<file path="config.mk">
export PLATFORM = sky130hd
export DESIGN_NAME = ecppc_core
export DESIGN_NICKNAME = d
export VERILOG_FILES = /design/src/hw/ecppc_pkg.sv /design/src/hw/ecppc_core.sv
export SDC_FILE = /design/constraint.sdc
export NUM_CORES = 1
export LEC_CHECK = 0
export BUFFER_PORTS_ARGS = -buffer_cell sky130_fd_sc_hd__buf_2
export CAP_MARGIN = 10
export CORE_MARGIN = 2
export CORE_UTILIZATION = 38
export CTS_CLUSTER_DIAMETER = 80
export DETAILED_ROUTE_END_ITERATION = 8
export PLACE_DENSITY = 0.67
export REMOVE_ABC_BUFFERS = 1
export SYNTH_ARGS = -nofsm -noshare
export SYNTH_HDL_FRONTEND = slang
export SYNTH_SLANG_ARGS = --single-unit
export TNS_END_PERCENT = 50
</file>
<file path="constraint.sdc">
create_clock -name clk_sys -period 8.4 [get_ports clk_sys]
set_clock_uncertainty 0.1 [all_clocks]
set_input_delay 0.84 -clock clk_sys [delete_from_list [all_inputs] [get_ports clk_sys]]
set_output_delay 0.84 -clock clk_sys [all_outputs]
set_load 0.05 [all_outputs]
</file>
<file path="src/hw/ecppc_pkg.sv">
// package: register map, field positions, reset values and types of the port core
package ecppc_pkg;
	// ************************************************************
	// register word indices (byte address is index times 4, decoded from address bits 13:2)
	// ************************************************************
	localparam logic [11:0] ECPPC_IDX_DATA = 12'h000;
	localparam logic [11:0] ECPPC_IDX_STATUS = 12'h001;
	localparam logic [11:0] ECPPC_IDX_CONTROL = 12'h002;
	localparam logic [11:0] ECPPC_IDX_FIFO = 12'h400;
	localparam logic [11:0] ECPPC_IDX_CAPB = 12'h401;
	localparam logic [11:0] ECPPC_IDX_EXTCTL = 12'h402;
	localparam logic [11:0] ECPPC_IDX_IRQSTAT = 12'h403;
	localparam int ECPPC_AW = 14;
	// ************************************************************
	// constants and reset values
	// ************************************************************
	localparam logic [7:0] ECPPC_CAPA_VAL = 8'h10;
	localparam logic [2:0] ECPPC_CAPB_LOW_RST = 3'h7;
	localparam logic [7:0] ECPPC_EXTCTL_RST = 8'h15;
	localparam logic [7:0] ECPPC_CONTROL_RST = 8'hc0;
	localparam int ECPPC_DEPTH = 16;
	localparam logic [4:0] ECPPC_TX_SPACE_THR = 5'h08;
	localparam logic [4:0] ECPPC_RX_FILL_THR = 5'h08;
	localparam logic [1:0] ECPPC_RESP_OKAY = 2'h0;
	localparam logic [1:0] ECPPC_RESP_SLVERR = 2'h2;
	// field positions
	localparam int ECPPC_EC_MODE_LSB = 5;
	localparam int ECPPC_EC_FAULT_DIS = 4;
	localparam int ECPPC_EC_DMA = 3;
	localparam int ECPPC_EC_SVC = 2;
	localparam int ECPPC_CT_DIR = 5;
	localparam int ECPPC_CT_ACKIE = 4;
	// ************************************************************
	// types
	// ************************************************************
	typedef enum logic [2:0] {
		ECPPC_M_COMPAT, ECPPC_M_BIDIR, ECPPC_M_COMPAT_FIFO_WINDOW, ECPPC_M_ECP,
		ECPPC_M_EPP, ECPPC_M_RSVD, ECPPC_M_TEST, ECPPC_M_CONFIG
	} ecppc_mode_e;
	typedef struct packed {
		logic busy;
		logic ack_n;
		logic paper_error;
		logic select;
		logic fault_n;
	} ecppc_lines_s;
	typedef struct packed {
		logic strobe_n;
		logic linefeed_n;
		logic init_n;
		logic select_in_n;
	} ecppc_ctl_s;
endpackage : ecppc_pkg

</file>
<file path="src/hw/ecppc_core.sv">
// module: parallel port core with AXI4-Lite registers, shared FIFO, handshakes
`timescale 1ns/1ps
`default_nettype none
module ecppc_core
	import ecppc_pkg::*;
#(
	parameter logic [2:0] IRQ_ASSIGN = 3'h0
) (
	// clock and reset
	input wire logic clk_sys,
	input wire logic reset,
	// axi4-lite write
	input wire logic [ECPPC_AW-1:0] s_axi_awaddr,
	input wire logic s_axi_awvalid,
	output logic s_axi_awready,
	input wire logic [31:0] s_axi_wdata,
	input wire logic [3:0] s_axi_wstrb,
	input wire logic s_axi_wvalid,
	output logic s_axi_wready,
	output logic [1:0] s_axi_bresp,
	output logic s_axi_bvalid,
	input wire logic s_axi_bready,
	// axi4-lite read
	input wire logic [ECPPC_AW-1:0] s_axi_araddr,
	input wire logic s_axi_arvalid,
	output logic s_axi_arready,
	output logic [31:0] s_axi_rdata,
	output logic [1:0] s_axi_rresp,
	output logic s_axi_rvalid,
	input wire logic s_axi_rready,
	// peripheral lines
	input wire ecppc_lines_s lines_in,
	input wire logic [7:0] port_data_lines_i,
	output logic [7:0] port_data_lines_o,
	output logic port_data_lines_oe,
	output ecppc_ctl_s ctl_out,
	// dma and interrupt
	input wire logic dma_tc,
	output logic dma_req,
	output logic irq_line_level
);
	// ************************************************************
	// registers
	// ************************************************************
	logic [7:0] data_q;
	logic [5:0] control_q;
	logic [2:0] mode_q;
	logic fault_irq_disable_q, dma_allow_q, service_irq_mask_q;
	logic [2:0] capb_low_q;
	logic [8:0] mem [ECPPC_DEPTH];
	logic [3:0] wp_q, rp_q;
	logic [4:0] cnt_q;
	logic ack_q, fault_q;
	logic ack_ev_q, fault_ev_q;
	logic [1:0] hs_q;
	logic [7:0] rx_q;
	logic aw_q, w_q;
	logic [ECPPC_AW-1:0] awaddr_q;
	logic [31:0] wdata_q;
	logic [3:0] wstrb_q;
	logic dir_eff, full, empty, fwd;
	logic wr_go, rd_go;
	logic push, pop, hw_push, hw_pop, host_push, host_pop;
	logic [8:0] push_val;
	logic [7:0] rd_byte;
	logic rd_err, wr_err;
	logic [7:0] status_b, control_b, capb_b, extctl_b;
	logic [11:0] rd_idx, wr_idx;
	logic [2:0] new_mode;
	logic svc_set, svc_ev_q;

	// ************************************************************
	// decode
	// ************************************************************
	assign full = (cnt_q == 5'(ECPPC_DEPTH));
	assign empty = (cnt_q == 5'h00);
	assign dir_eff = (mode_q == ECPPC_M_COMPAT || mode_q == ECPPC_M_COMPAT_FIFO_WINDOW)
		? 1'b0 : control_q[ECPPC_CT_DIR];
	assign fwd = !dir_eff;
	assign rd_idx = s_axi_araddr[13:2];
	assign wr_idx = awaddr_q[13:2];
	assign wr_go = aw_q && w_q && !s_axi_bvalid;
	assign rd_go = s_axi_arvalid && s_axi_arready;
	assign status_b = {!lines_in.busy, lines_in.ack_n, lines_in.paper_error,
		lines_in.select, lines_in.fault_n, 3'h7};
	assign control_b = {2'h3, control_q};
	assign capb_b = {1'b0, irq_line_level, IRQ_ASSIGN, 3'h7};
	assign extctl_b = {mode_q, fault_irq_disable_q, dma_allow_q,
		service_irq_mask_q, full, empty};
	assign new_mode = wdata_q[7:5];
	// service condition: terminal count with dma, else fifo threshold
	assign svc_set = !service_irq_mask_q && (dma_allow_q ? dma_tc
		: (fwd ? (5'(ECPPC_DEPTH) - cnt_q) >= ECPPC_TX_SPACE_THR
		: cnt_q >= ECPPC_RX_FILL_THR));

	// host fifo access at 0x400 per mode; config mode maps capability words
	assign host_push = wr_go && wstrb_q[0] && !full && (
		(wr_idx == ECPPC_IDX_FIFO && (mode_q == ECPPC_M_COMPAT_FIFO_WINDOW
		|| (mode_q == ECPPC_M_ECP && fwd) || mode_q == ECPPC_M_TEST))
		|| (wr_idx == ECPPC_IDX_DATA && mode_q == ECPPC_M_ECP && fwd));
	assign host_pop = rd_go && rd_idx == ECPPC_IDX_FIFO && !empty
		&& ((mode_q == ECPPC_M_ECP && dir_eff) || mode_q == ECPPC_M_TEST);
	// reverse ECP capture on ack falling edge
	assign hw_push = mode_q == ECPPC_M_ECP && dir_eff && ack_q
		&& !lines_in.ack_n && !full && !host_push;
	assign hw_pop = hs_q == 2'h2 && !host_pop;
	assign push = host_push || hw_push;
	assign pop = host_pop || hw_pop;
	assign push_val = host_push ? {wr_idx == ECPPC_IDX_DATA, wdata_q[7:0]}
		: {1'b0, port_data_lines_i};

	always_comb begin
		rd_byte = 8'h00;
		rd_err = 1'b0;
		case (rd_idx)
			ECPPC_IDX_DATA: rd_byte = (mode_q == ECPPC_M_BIDIR)
				? port_data_lines_i : data_q;
			ECPPC_IDX_STATUS: rd_byte = status_b;
			ECPPC_IDX_CONTROL: rd_byte = control_b;
			ECPPC_IDX_FIFO: rd_byte = (mode_q == ECPPC_M_CONFIG)
				? ECPPC_CAPA_VAL : mem[rp_q][7:0];
			ECPPC_IDX_CAPB: rd_byte = (mode_q == ECPPC_M_CONFIG) ? capb_b : 8'h00;
			ECPPC_IDX_EXTCTL: rd_byte = extctl_b;
			ECPPC_IDX_IRQSTAT: rd_byte = {6'h00, fault_ev_q, ack_ev_q};
			default: rd_err = 1'b1;
		endcase
	end
	always_comb begin
		case (wr_idx)
			ECPPC_IDX_DATA, ECPPC_IDX_CONTROL, ECPPC_IDX_FIFO, ECPPC_IDX_CAPB,
			ECPPC_IDX_EXTCTL, ECPPC_IDX_IRQSTAT, ECPPC_IDX_STATUS: wr_err = 1'b0;
			default: wr_err = 1'b1;
		endcase
	end

	// ************************************************************
	// axi4-lite slave
	// ************************************************************
	always_ff @(posedge clk_sys or posedge reset) begin
		if (reset) begin
			aw_q <= 1'b0;
			w_q <= 1'b0;
			awaddr_q <= '0;
			wdata_q <= 32'h0;
			wstrb_q <= 4'h0;
			s_axi_awready <= 1'b0;
			s_axi_wready <= 1'b0;
			s_axi_bvalid <= 1'b0;
			s_axi_bresp <= ECPPC_RESP_OKAY;
		end else begin
			s_axi_awready <= !aw_q && !s_axi_awready && s_axi_awvalid;
			s_axi_wready <= !w_q && !s_axi_wready && s_axi_wvalid;
			if (s_axi_awvalid && s_axi_awready) begin
				aw_q <= 1'b1;
				awaddr_q <= s_axi_awaddr;
			end
			if (s_axi_wvalid && s_axi_wready) begin
				w_q <= 1'b1;
				wdata_q <= s_axi_wdata;
				wstrb_q <= s_axi_wstrb;
			end
			if (wr_go) begin
				s_axi_bvalid <= 1'b1;
				s_axi_bresp <= wr_err ? ECPPC_RESP_SLVERR : ECPPC_RESP_OKAY;
			end else if (s_axi_bvalid && s_axi_bready) begin
				s_axi_bvalid <= 1'b0;
				aw_q <= 1'b0;
				w_q <= 1'b0;
			end
		end
	end
	always_ff @(posedge clk_sys or posedge reset) begin
		if (reset) begin
			s_axi_arready <= 1'b0;
			s_axi_rvalid <= 1'b0;
			s_axi_rdata <= 32'h0;
			s_axi_rresp <= ECPPC_RESP_OKAY;
		end else begin
			s_axi_arready <= !s_axi_arready && !s_axi_rvalid && s_axi_arvalid;
			if (rd_go) begin
				s_axi_rvalid <= 1'b1;
				s_axi_rdata <= {24'h0, rd_byte};
				s_axi_rresp <= rd_err ? ECPPC_RESP_SLVERR : ECPPC_RESP_OKAY;
			end else if (s_axi_rvalid && s_axi_rready) begin
				s_axi_rvalid <= 1'b0;
			end
		end
	end

	// ************************************************************
	// control registers
	// ************************************************************
	always_ff @(posedge clk_sys or posedge reset) begin
		if (reset) begin
			data_q <= 8'h00;
			control_q <= ECPPC_CONTROL_RST[5:0];
			capb_low_q <= ECPPC_CAPB_LOW_RST;
		end else if (wr_go && wstrb_q[0]) begin
			if (wr_idx == ECPPC_IDX_DATA && mode_q <= ECPPC_M_BIDIR)
				data_q <= wdata_q[7:0];
			if (wr_idx == ECPPC_IDX_CONTROL) begin
				control_q[4:0] <= wdata_q[4:0];
				if (mode_q == ECPPC_M_BIDIR)
					control_q[ECPPC_CT_DIR] <= wdata_q[ECPPC_CT_DIR];
			end
			if (wr_idx == ECPPC_IDX_CAPB && mode_q == ECPPC_M_CONFIG)
				capb_low_q <= wdata_q[2:0];
		end
	end
	always_ff @(posedge clk_sys or posedge reset) begin
		if (reset) begin
			mode_q <= ECPPC_EXTCTL_RST[7:5];
			fault_irq_disable_q <= ECPPC_EXTCTL_RST[ECPPC_EC_FAULT_DIS];
			dma_allow_q <= ECPPC_EXTCTL_RST[ECPPC_EC_DMA];
			service_irq_mask_q <= ECPPC_EXTCTL_RST[ECPPC_EC_SVC];
		end else begin
			if (wr_go && wstrb_q[0] && wr_idx == ECPPC_IDX_EXTCTL) begin
				if (mode_q <= ECPPC_M_BIDIR || new_mode <= ECPPC_M_BIDIR)
					mode_q <= new_mode;
				fault_irq_disable_q <= wdata_q[ECPPC_EC_FAULT_DIS];
				dma_allow_q <= wdata_q[ECPPC_EC_DMA];
				service_irq_mask_q <= wdata_q[ECPPC_EC_SVC];
			end
			// hardware set wins over a clearing write
			if (svc_set)
				service_irq_mask_q <= 1'b1;
		end
	end

	// ************************************************************
	// shared fifo
	// ************************************************************
	always_ff @(posedge clk_sys) begin
		if (push)
			mem[wp_q] <= push_val;
	end
	always_ff @(posedge clk_sys or posedge reset) begin
		if (reset) begin
			wp_q <= 4'h0;
			rp_q <= 4'h0;
			cnt_q <= 5'h00;
		end else if (mode_q == ECPPC_M_COMPAT) begin
			wp_q <= 4'h0;
			rp_q <= 4'h0;
			cnt_q <= 5'h00;
		end else begin
			if (push)
				wp_q <= wp_q + 4'h1;
			if (pop)
				rp_q <= rp_q + 4'h1;
			cnt_q <= cnt_q + 5'(push) - 5'(pop);
		end
	end

	// ************************************************************
	// forward handshake: data and strobe together until busy high, then wait busy low
	// ************************************************************
	always_ff @(posedge clk_sys or posedge reset) begin
		if (reset) begin
			hs_q <= 2'h0;
			rx_q <= 8'h00;
		end else begin
			case (hs_q)
				2'h0: if (!empty && fwd && !lines_in.busy
					&& (mode_q == ECPPC_M_COMPAT_FIFO_WINDOW || mode_q == ECPPC_M_ECP))
					hs_q <= 2'h1;
				2'h1: if (lines_in.busy)
					hs_q <= 2'h2;
				2'h2: hs_q <= 2'h3;
				2'h3: if (!lines_in.busy)
					hs_q <= 2'h0;
				default: hs_q <= 2'h0;
			endcase
			if (mode_q == ECPPC_M_COMPAT)
				hs_q <= 2'h0;
			if (hw_push)
				rx_q <= port_data_lines_i;
		end
	end

	// ************************************************************
	// pins and interrupt
	// ************************************************************
	always_ff @(posedge clk_sys or posedge reset) begin
		if (reset) begin
			port_data_lines_o <= 8'h00;
			port_data_lines_oe <= 1'b0;
			ctl_out <= '1;
		end else begin
			port_data_lines_oe <= !dir_eff;
			port_data_lines_o <= (hs_q != 2'h0 || mode_q == ECPPC_M_TEST)
				? mem[rp_q][7:0] : data_q;
			ctl_out.select_in_n <= !control_q[3];
			ctl_out.init_n <= control_q[2];
			ctl_out.linefeed_n <= (mode_q == ECPPC_M_ECP && hs_q != 2'h0)
				? !mem[rp_q][8] : !control_q[1];
			ctl_out.strobe_n <= (hs_q == 2'h1) ? 1'b0 : !control_q[0];
		end
	end
	always_ff @(posedge clk_sys or posedge reset) begin
		if (reset) begin
			ack_q <= 1'b1;
			fault_q <= 1'b1;
			ack_ev_q <= 1'b0;
			fault_ev_q <= 1'b0;
			irq_line_level <= 1'b0;
			dma_req <= 1'b0;
			svc_ev_q <= 1'b0;
		end else begin
			ack_q <= lines_in.ack_n;
			fault_q <= lines_in.fault_n;
			if (wr_go && wstrb_q[0] && wr_idx == ECPPC_IDX_IRQSTAT) begin
				ack_ev_q <= ack_ev_q & ~wdata_q[0];
				fault_ev_q <= fault_ev_q & ~wdata_q[1];
			end
			if (control_q[ECPPC_CT_ACKIE] && !ack_q && lines_in.ack_n)
				ack_ev_q <= 1'b1;
			if (mode_q == ECPPC_M_ECP && !fault_irq_disable_q && fault_q
				&& !lines_in.fault_n)
				fault_ev_q <= 1'b1;
			// only a hardware set raises the service event, not a written 1
			if (wr_go && wstrb_q[0] && wr_idx == ECPPC_IDX_EXTCTL
				&& !wdata_q[ECPPC_EC_SVC])
				svc_ev_q <= 1'b0;
			if (svc_set && mode_q >= ECPPC_M_COMPAT_FIFO_WINDOW)
				svc_ev_q <= 1'b1;
			irq_line_level <= ack_ev_q || fault_ev_q || svc_ev_q;
			dma_req <= dma_allow_q && !service_irq_mask_q
				&& (fwd ? !full : !empty);
		end
	end
endmodule : ecppc_core
`default_nettype wire

</file>
==> results of run 1 <==
[metrics by stage]
| stage | util [%] | hold slack (ns) | setup slack (ns) | area [sq um] | instances |
|---|---|---|---|---|---|
| after floorplan | - | 0.269 | 4.92 | 10300 | 693 |
| final | 44.2 | 0.304 | 4.49 | 12000 | 1198 |
| after detailed placement | 41.4 | 0.317 | 4.43 | 11200 | 1153 |
| after global routing | 44.2 | 0.338 | 4.11 | 12000 | 1198 |
| after CTS | 44.2 | 0.325 | 4.51 | 12000 | 1197 |
| after global placement | 41.4 | 0.301 | 4.48 | 11200 | 1153 |
[final timing paths]
kind                       slack, ns         end
setup / recovery                4.49    cnt_q[4]
hold / removal                  0.30  wdata_q[2]
setup reg to reg                4.49    cnt_q[4]
hold reg to reg                 0.31  ctl_out[3]
max in group asynchronous       6.87     rp_q[0]
min in group clk_sys            0.31  ctl_out[3]
[power groups by stage]
stage	registers [W]	clock network (W)	logic, W
final	0.00138	0.00103	0.000216
after global routing	0.00139	0.00109	0.000237
after CTS	0.00138	0.00105	0.000218
after detailed placement	0.00140	0	0.000216
after global placement	0.00140	0	0.000211
after floorplan	0.00140	0	0.000137
[worst reg2reg max path: cells and delay by family (launching register included)]
| kind | cells | cell delay [ns] |
|---|---|---|
| and+or+nand+nor | 7 | 1.79 |
| adders and majority gates | 3 | 0.84 |
| AOI/OAI and AO/OA | 2 | 0.44 |
| DFF | 1 | 0.39 |
| buffers and inverters | 3 | 0.20 |
[cell type report]
type | count | share of cell area (%)
clock buffer | 35 | 5.70
clock inverter | 9 | 0.668
sequential | 237 | 55.6
timing repair buffer | 89 | 3.84
inverter | 28 | 0.898
tap | 372 | 3.88
multi-input combinational | 428 | 29.4
[kinds of logic after synthesis]
family	after synthesis	synth area share (%)
flip-flops	237	63.3
AND/OR/NAND/NOR	148	7.85
AO/OA/AOI/OAI	115	7.63
multiplexers	115	14.3
buffers and inverters	84	4.08
adder cells (fa/ha/maj)	20	2.45
XOR/XNOR	4	0.333
other	1	0.0356
[registers in the layout, summed over array words and instances (netlist names), 3 cells and up]
name,cells
awaddr_q,12
cnt_q,5
control_q,6
ctl_out,4
data_q,8
mem,144
mode_q,3
port_data_lines_o,8
rp_q,4
s_axi_rdata,8
wdata_q,8
wp_q,4
[layer usage]
metal / global-route usage [%] / part of all wire [%]
met1: 22.1 / 44
met2: 27.5 / 49
met3: 2.23 / 5.1
met4: 4.12 / 1.8
met5: 0 / 0
[cells in the final DEF, fill, tap and decap left out, drive strengths merged, types with 7 or more instances in the layout]
cell type / netlist / routed
a31oi: 7 / 7
nor2: 34 / 34
nand2: 26 / 26
and2: 17 / 17
mux2i: 37 / 37
nand3: 9 / 9
ha: 19 / 19
a22oi: 9 / 9
buf: 36 / 89
mux2: 55 / 55
clkinv: 0 / 8
mux4: 23 / 23
clkbuf: 20 / 35
a21oi: 25 / 25
dfrtp: 85 / 85
nor3b: 7 / 7
conb: 1 / 26
nor3: 7 / 7
inv: 28 / 28
o21ai: 28 / 28
a221oi: 16 / 16
dfstp: 8 / 8
nor2b: 8 / 8
edfxtp: 144 / 144
==> metrics.md, run 1 <==
| Metric | Value |
|---|---|
| Status | `complete, no violations` |
| Core area | `27100 sq um` |
| Register bit total from synthesis | `~240` |
| WP buf/inv | `3` |
| Sequential area share after synthesis | `between 60% and 70%` |
| DP HPWL | `~16000 um` |
| Post-Syn Area | `around 11000 sq um` |
| Critical path's largest stage delay | `0.60 ns` |
| Clk_lat worst skew | `around 0.51 ns` |
| Drt drc | `0` |
| I/O pin cnt | `141` |
| Count of cell types in the netlist | `60` |
| Area taken by multi-input logic gates | `3530 sq um` |
| Total of max-cap violations | `0` |
| Worst Setup SP | `awaddr_q[7]` |
| CTS tree | `done` |
| Most numerous cell in the Yosys netlist | `edfxtp_1` |
| Share of Yosys cell area claimed by the top area cell type | `41.1%` |
| CP Launch Type | `flip-flop` |
| Largest net degree at the start of global routing | `54` |
| Worst slew pin tran | `approximately 1.1 ns` |
| Fillers | `2379` |
| Crit Path Class | `flip-flop to flip-flop` |
| H-tree depth | `1` |
| Power Internal | `0.00198 W` |
| Top cells by area, synth | `edfxtp_1 (41%), dfrtp_1 (20%), mux2_2 (5.9%)` |
| Drt total wl | `23600 um` |
| HP Class | `input pin to async pin` |
| Total track usage | `16.2%` |
| Critical Path Slowest Stage Cell | `nor4_1` |
| DRT antenna net count | `0` |
| Clock Path Buffers | `3` |
| Reg2Reg Launch Point | `awaddr_q[7]` |
| Clock Power Share | `about 39%` |
| RSZ-0062 raised after global routing | `no` |
| Row cnt | `60` |
| CTS resizes | `0` |
| Crit path max-delay family | `simple AND/OR/NAND/NOR gates` |
| Diodes inserted | `0` |
| Placer Congestion | `0.821` |
| Root Driver | `clkbuf_16` |
| Number of enable flip-flop cells after synthesis | `144` |
| Hold_buf cts | `0` |
| Final hold viol count | `0` |
| Switch share | `24.5%` |
| Total clock sinks | `about 240` |
| Synthesized area per cell | `14.5 sq um` |
| Post-Synthesis Cells | `about 720` |
| Pwr dens | `219 nW/um^2` |
| Overall power | `0.00263 W` |
| Share of cells above drive strength 1 | `about 27%` |
| Num CTS Buffers | `24` |
| Overflow after GRT | `0` |
| Max-slew violation count | `0` |
| Vias/cell | `5.30` |
| DRT Pass-1 Iters | `5` |
| Ys flop type | `edfxtp_1` |
| Register share of total power | `52.6%` |
| Share of power burned in combinational logic | `8.2%` |
| R2R depth | `15` |
| First-pass GRT wire length | `between 30000 and 40000 um` |
| Maximum clock rate | `between 0.2 and 0.3 GHz` |
| Worst vdd ir | `~0.00013 V` |
| Leak Pwr | `4.45 nW` |
| Psw | `0.000644 W` |
| Post-synthesis async set-or-reset flop share | `39.2%` |
| Worst slew margin | `26.4%` |
| Post-synth top cells | `edfxtp_1 (144), dfrtp_1 (85), mux2_2 (55), mux2i_1 (37), nor2_1 (34)` |
| Arr. time, crit path | `4.16 ns` |
| Input/output buffers | `83` |
| Area Overhead vs Synth | `13.9%` |
| Reg clk slew, reported paths | `~0.060 ns` |
| Tmin final | `3.91 ns` |
| Seq. cell area | `6660 sq um` |
| Fin crit share | `46.5%` |
| Post-synth top area cell | `edfxtp_1` |
| Setup Buffers After CTS | `0` |
| Final nets | `913` |
| CP most frequent cell | `nor2_1` |
| WL/cell | `19.7 um` |
| Die height | `170 um` |
| Die Area | `29000 sq um` |
| Initial Util | `roughly two fifths` |
| Setup TNS Final | `0 ns` |
| Die W | `170 um` |
| Vias in the first global route | `a little over 6000` |
| DR iter-0 viols | `around 530` |
| Initial antenna violation count | `0` |
| Final Setup Violations | `0` |
| Crit-path cells | `nor4_1 > nand4_1 > o21a_1 > nor2_1 > inv_1 > ha_1 > inv_1 > ha_1 > inv_1 > fa_1 > nor2_1 > nor2_1 > nor2_1 > or3_1 > a21oi_1` |
| Crit-path max FO | `7` |
| Number of cells on the critical path | `15` |
| Crit. End Element | `flip-flop` |
| Yosys warns | `0` |
| Critical Path RT | `8.66 ns` |
| Via count | `6351` |
(Power assumes the default switching activity.)
==> run 2: changes to the inputs <==
Settings changed: PLACE_DENSITY 0.67 to 0.69.
Clock period 8.4 ns to 3.45 ns, I/O delays scaled along.
==> run 2 against run 1 <==
- clock power grew to 2.5 times the previous value
- setup slack worse by 4.2 ns
- utilization is 1.6 points higher
- flip-flop and latch count stayed put
- via count is 2.4% higher
- critical path type unchanged
==> metrics.md, run 2 (synthesis gave the netlist of run 1 again) <==
| Metric | Value |
|---|---|
| Die W | `170 um (unchanged)` |
| Register share of total power | `51.6% (was 52.6%)` |
| Initial Util | `38.8% (unchanged)` |
| Commonest non-fill, non-tap cell in the layout | `edfxtp_1 (unchanged)` |
| Input/output buffers | `83 (unchanged)` |
| Worst setup margin | `0.252 ns (was 4.49 ns)` |
| Leak Pwr | `4.65 nW (was 4.45 nW)` |
| Num CTS Buffers | `23 (was 24)` |
| First-pass GRT wire length | `37100 um (was 35700 um)` |
| DR iter-0 viols | `585 (was 532)` |
| I/O pin cnt | `141 (unchanged)` |
| DP Worst Slack | `0.100 ns (was 4.43 ns)` |
| Row cnt | `60 (unchanged)` |
| Drt drc | `0 (unchanged)` |
| Die Area | `29000 sq um (unchanged)` |
| Max reg flops | `144 (unchanged)` |
| Arr. time, crit path | `3.46 ns (was 4.16 ns)` |
| Clock Power Share | `39.8% (was 39.1%)` |
| Crit. End Element | `flip-flop (unchanged)` |
| Most flop-heavy register | `mem (unchanged)` |
| Via count | `6501 (was 6351)` |
| Commonest non-fill, non-tap cells in the layout | `edfxtp_1 (144), buf_2 (83), dfrtp_1 (82) (was edfxtp_1 (144), dfrtp_1 (84), buf_2 (83))` |
| Final Setup Violations | `0 (unchanged)` |
| Tmin final | `3.20 ns (was 3.91 ns)` |
| HP Class | `input pin to flip-flop (was input pin to async pin)` |
| Die height | `170 um (unchanged)` |
| Initial antenna violation count | `0 (unchanged)` |
| CTS tree | `done (unchanged)` |
| Final nets | `952 (was 913)` |
| Worst vdd ir | `0.000327 V (was 0.000131 V)` |
| Share of cells above drive strength 1 | `27.9% (was 26.8%)` |
| Clk_lat worst skew | `0.53 ns (was 0.51 ns)` |
| Crit Path Class | `flip-flop to flip-flop (unchanged)` |
| Max-slew violation count | `0 (unchanged)` |
| Largest net degree at the start of global routing | `57 (was 54)` |
| RSZ-0062 raised after global routing | `no (unchanged)` |
| Diodes inserted | `0 (unchanged)` |
| Worst slew margin | `29.8% (was 26.4%)` |
| Fin crit share | `92.7% (was 46.5%)` |
| Pwr dens | `526 nW/um^2 (was 219 nW/um^2)` |
| Total clock sinks | `237 (unchanged)` |
| Share of power burned in combinational logic | `8.6% (was 8.2%)` |
| Status | `complete, no violations (unchanged)` |
| Fin Hold WS | `0.179 ns (was 0.304 ns)` |
| H-tree depth | `1 (unchanged)` |
| CP Launch Type | `flip-flop (unchanged)` |
| Vias/cell | `5.26 (was 5.30)` |
| DRT antenna net count | `0 (unchanged)` |
| DP HPWL | `16400 um (was 16100 um)` |
| Placer Congestion | `0.847 (was 0.821)` |
| Final hold viol count | `0 (unchanged)` |
| Core area | `27100 sq um (unchanged)` |
| Critical Path RT | `3.71 ns (was 8.66 ns)` |
| Psw | `0.00160 W (was 0.000644 W)` |
| Total track usage | `16.8% (was 16.2%)` |
| Drt total wl | `24200 um (was 23600 um)` |
| Power Internal | `0.00493 W (was 0.00198 W)` |
| Largest registers | `mem: 144 flops, awaddr_q: 12 flops (unchanged)` |
| Maximum clock rate | `0.313 GHz (was 0.256 GHz)` |
| Worst slew pin tran | `1.04 ns (was 1.09 ns)` |
| Total of max-cap violations | `0 (unchanged)` |
| Reg clk slew, reported paths | `0.06 ns (about the same)` |
| Switch share | `24.5% (about the same)` |
| Vias in the first global route | `6477 (was 6073)` |
| Crit-path max FO | `4 (was 7)` |
| DRT Pass-1 Iters | `5 (unchanged)` |
| Area Overhead vs Synth | `18.0% (was 13.9%)` |
| Clock Path Buffers | `3 (unchanged)` |
| WL/cell | `19.6 um (was 19.7 um)` |
| Setup TNS Final | `0 ns (unchanged)` |
| Overflow after GRT | `0 (unchanged)` |
| Root Driver | `clkbuf_16 (unchanged)` |
[run 2: cell types whose count changed in the layout (fill, tap and decap cells not counted), sizes merged]
cell / previous run / this run
dlygate4sd3: 0 / 29
clkinvlp: 0 / 2
clkbuf: 35 / 28
inv: 28 / 29
bufinv: 1 / 3
buf: 89 / 100
[run 2: layer usage]
metal / GRT usage [%] / share of wire, %
met5: 0 / 0
met2: 29.3 / 51
met3: 2.26 / 4.9
met1: 22.1 / 42
met4: 4.53 / 1.8
[run 2: power by group through the flow]
| stage | registers (W) | clock network, W | logic [W] |
|---|---|---|---|
| 2_1_floorplan | 0.00340 | 0 | 0.000333 |
| 3_3_place_gp | 0.00341 | 0 | 0.000519 |
| 3_5_place_dp | 0.00342 | 0 | 0.000533 |
| 4_1_cts | 0.00336 | 0.00264 | 0.000561 |
| 5_1_grt | 0.00339 | 0.00277 | 0.000610 |
| 6_report | 0.00337 | 0.00260 | 0.000565 |
[run 2: repair_timing]
item	4_1_cts	5_1_grt
buffers inserted	0	0
endpoints found under the hold margin	76	0
hold buffers	29	0
setup endpoints to repair	0	1
resized for setup	0	6
[run 2: area by class of cell]
cell class                      instances  area [sq um]
Clock buffer                           28           626
Clock inverter                         14           165
Fill cell                            2356         14700
Inverter                               28           108
Multi-Input combinational cell        428          3550
Sequential cell                       237          6670
Tap cell                              372           465
Timing Repair Buffer                  129           846
[run 2: worst max-delay path, cell delays in order (launching register included)]
cell and delay, ns:
dfrtp_1 0.35, inv_1 0.13, ha_1 0.16, nor3b_4 0.19, ha_2 0.21, nand2b_1 0.15, a211oi_2 0.06, a41oi_4 0.24
inv_1 0.07, ha_1 0.28, inv_1 0.06, ha_1 0.16, inv_1 0.06, fa_1 0.39, nor2_1 0.10, nor2_1 0.05
nor2_1 0.10, or3_1 0.11, a21oi_1 0.06
[run 2: path summary, 6_finish.rpt]
path	from	endpoint	slack, ns	depth (start not counted)
setup / recovery	cnt_q[3]	cnt_q[4]	0.25	18
hold / removal	lines_in[1]	s_axi_rdata[4]	0.18	4
setup reg to reg	cnt_q[3]	cnt_q[4]	0.25	18
hold reg to reg	control_q[2]	ctl_out[1]	0.31	0
max in group asynchronous	reset	s_axi_rdata[0]	2.07	4
min in group asynchronous	reset	wdata_q[0]	0.41	3
[run 2: through the flow]
stage / cells / power [W] / util [%] / instance area, sq um
2_1_floorplan: 693 / 0.00374 / - / 10300
3_3_place_gp: 1165 / 0.00393 / 41.8 / 11300
3_5_place_dp: 1165 / 0.00395 / 41.8 / 11300
4_1_cts: 1236 / 0.00657 / 45.8 / 12400
5_1_grt: 1236 / 0.00677 / 45.8 / 12400
6_report: 1236 / 0.00653 / 45.8 / 12400
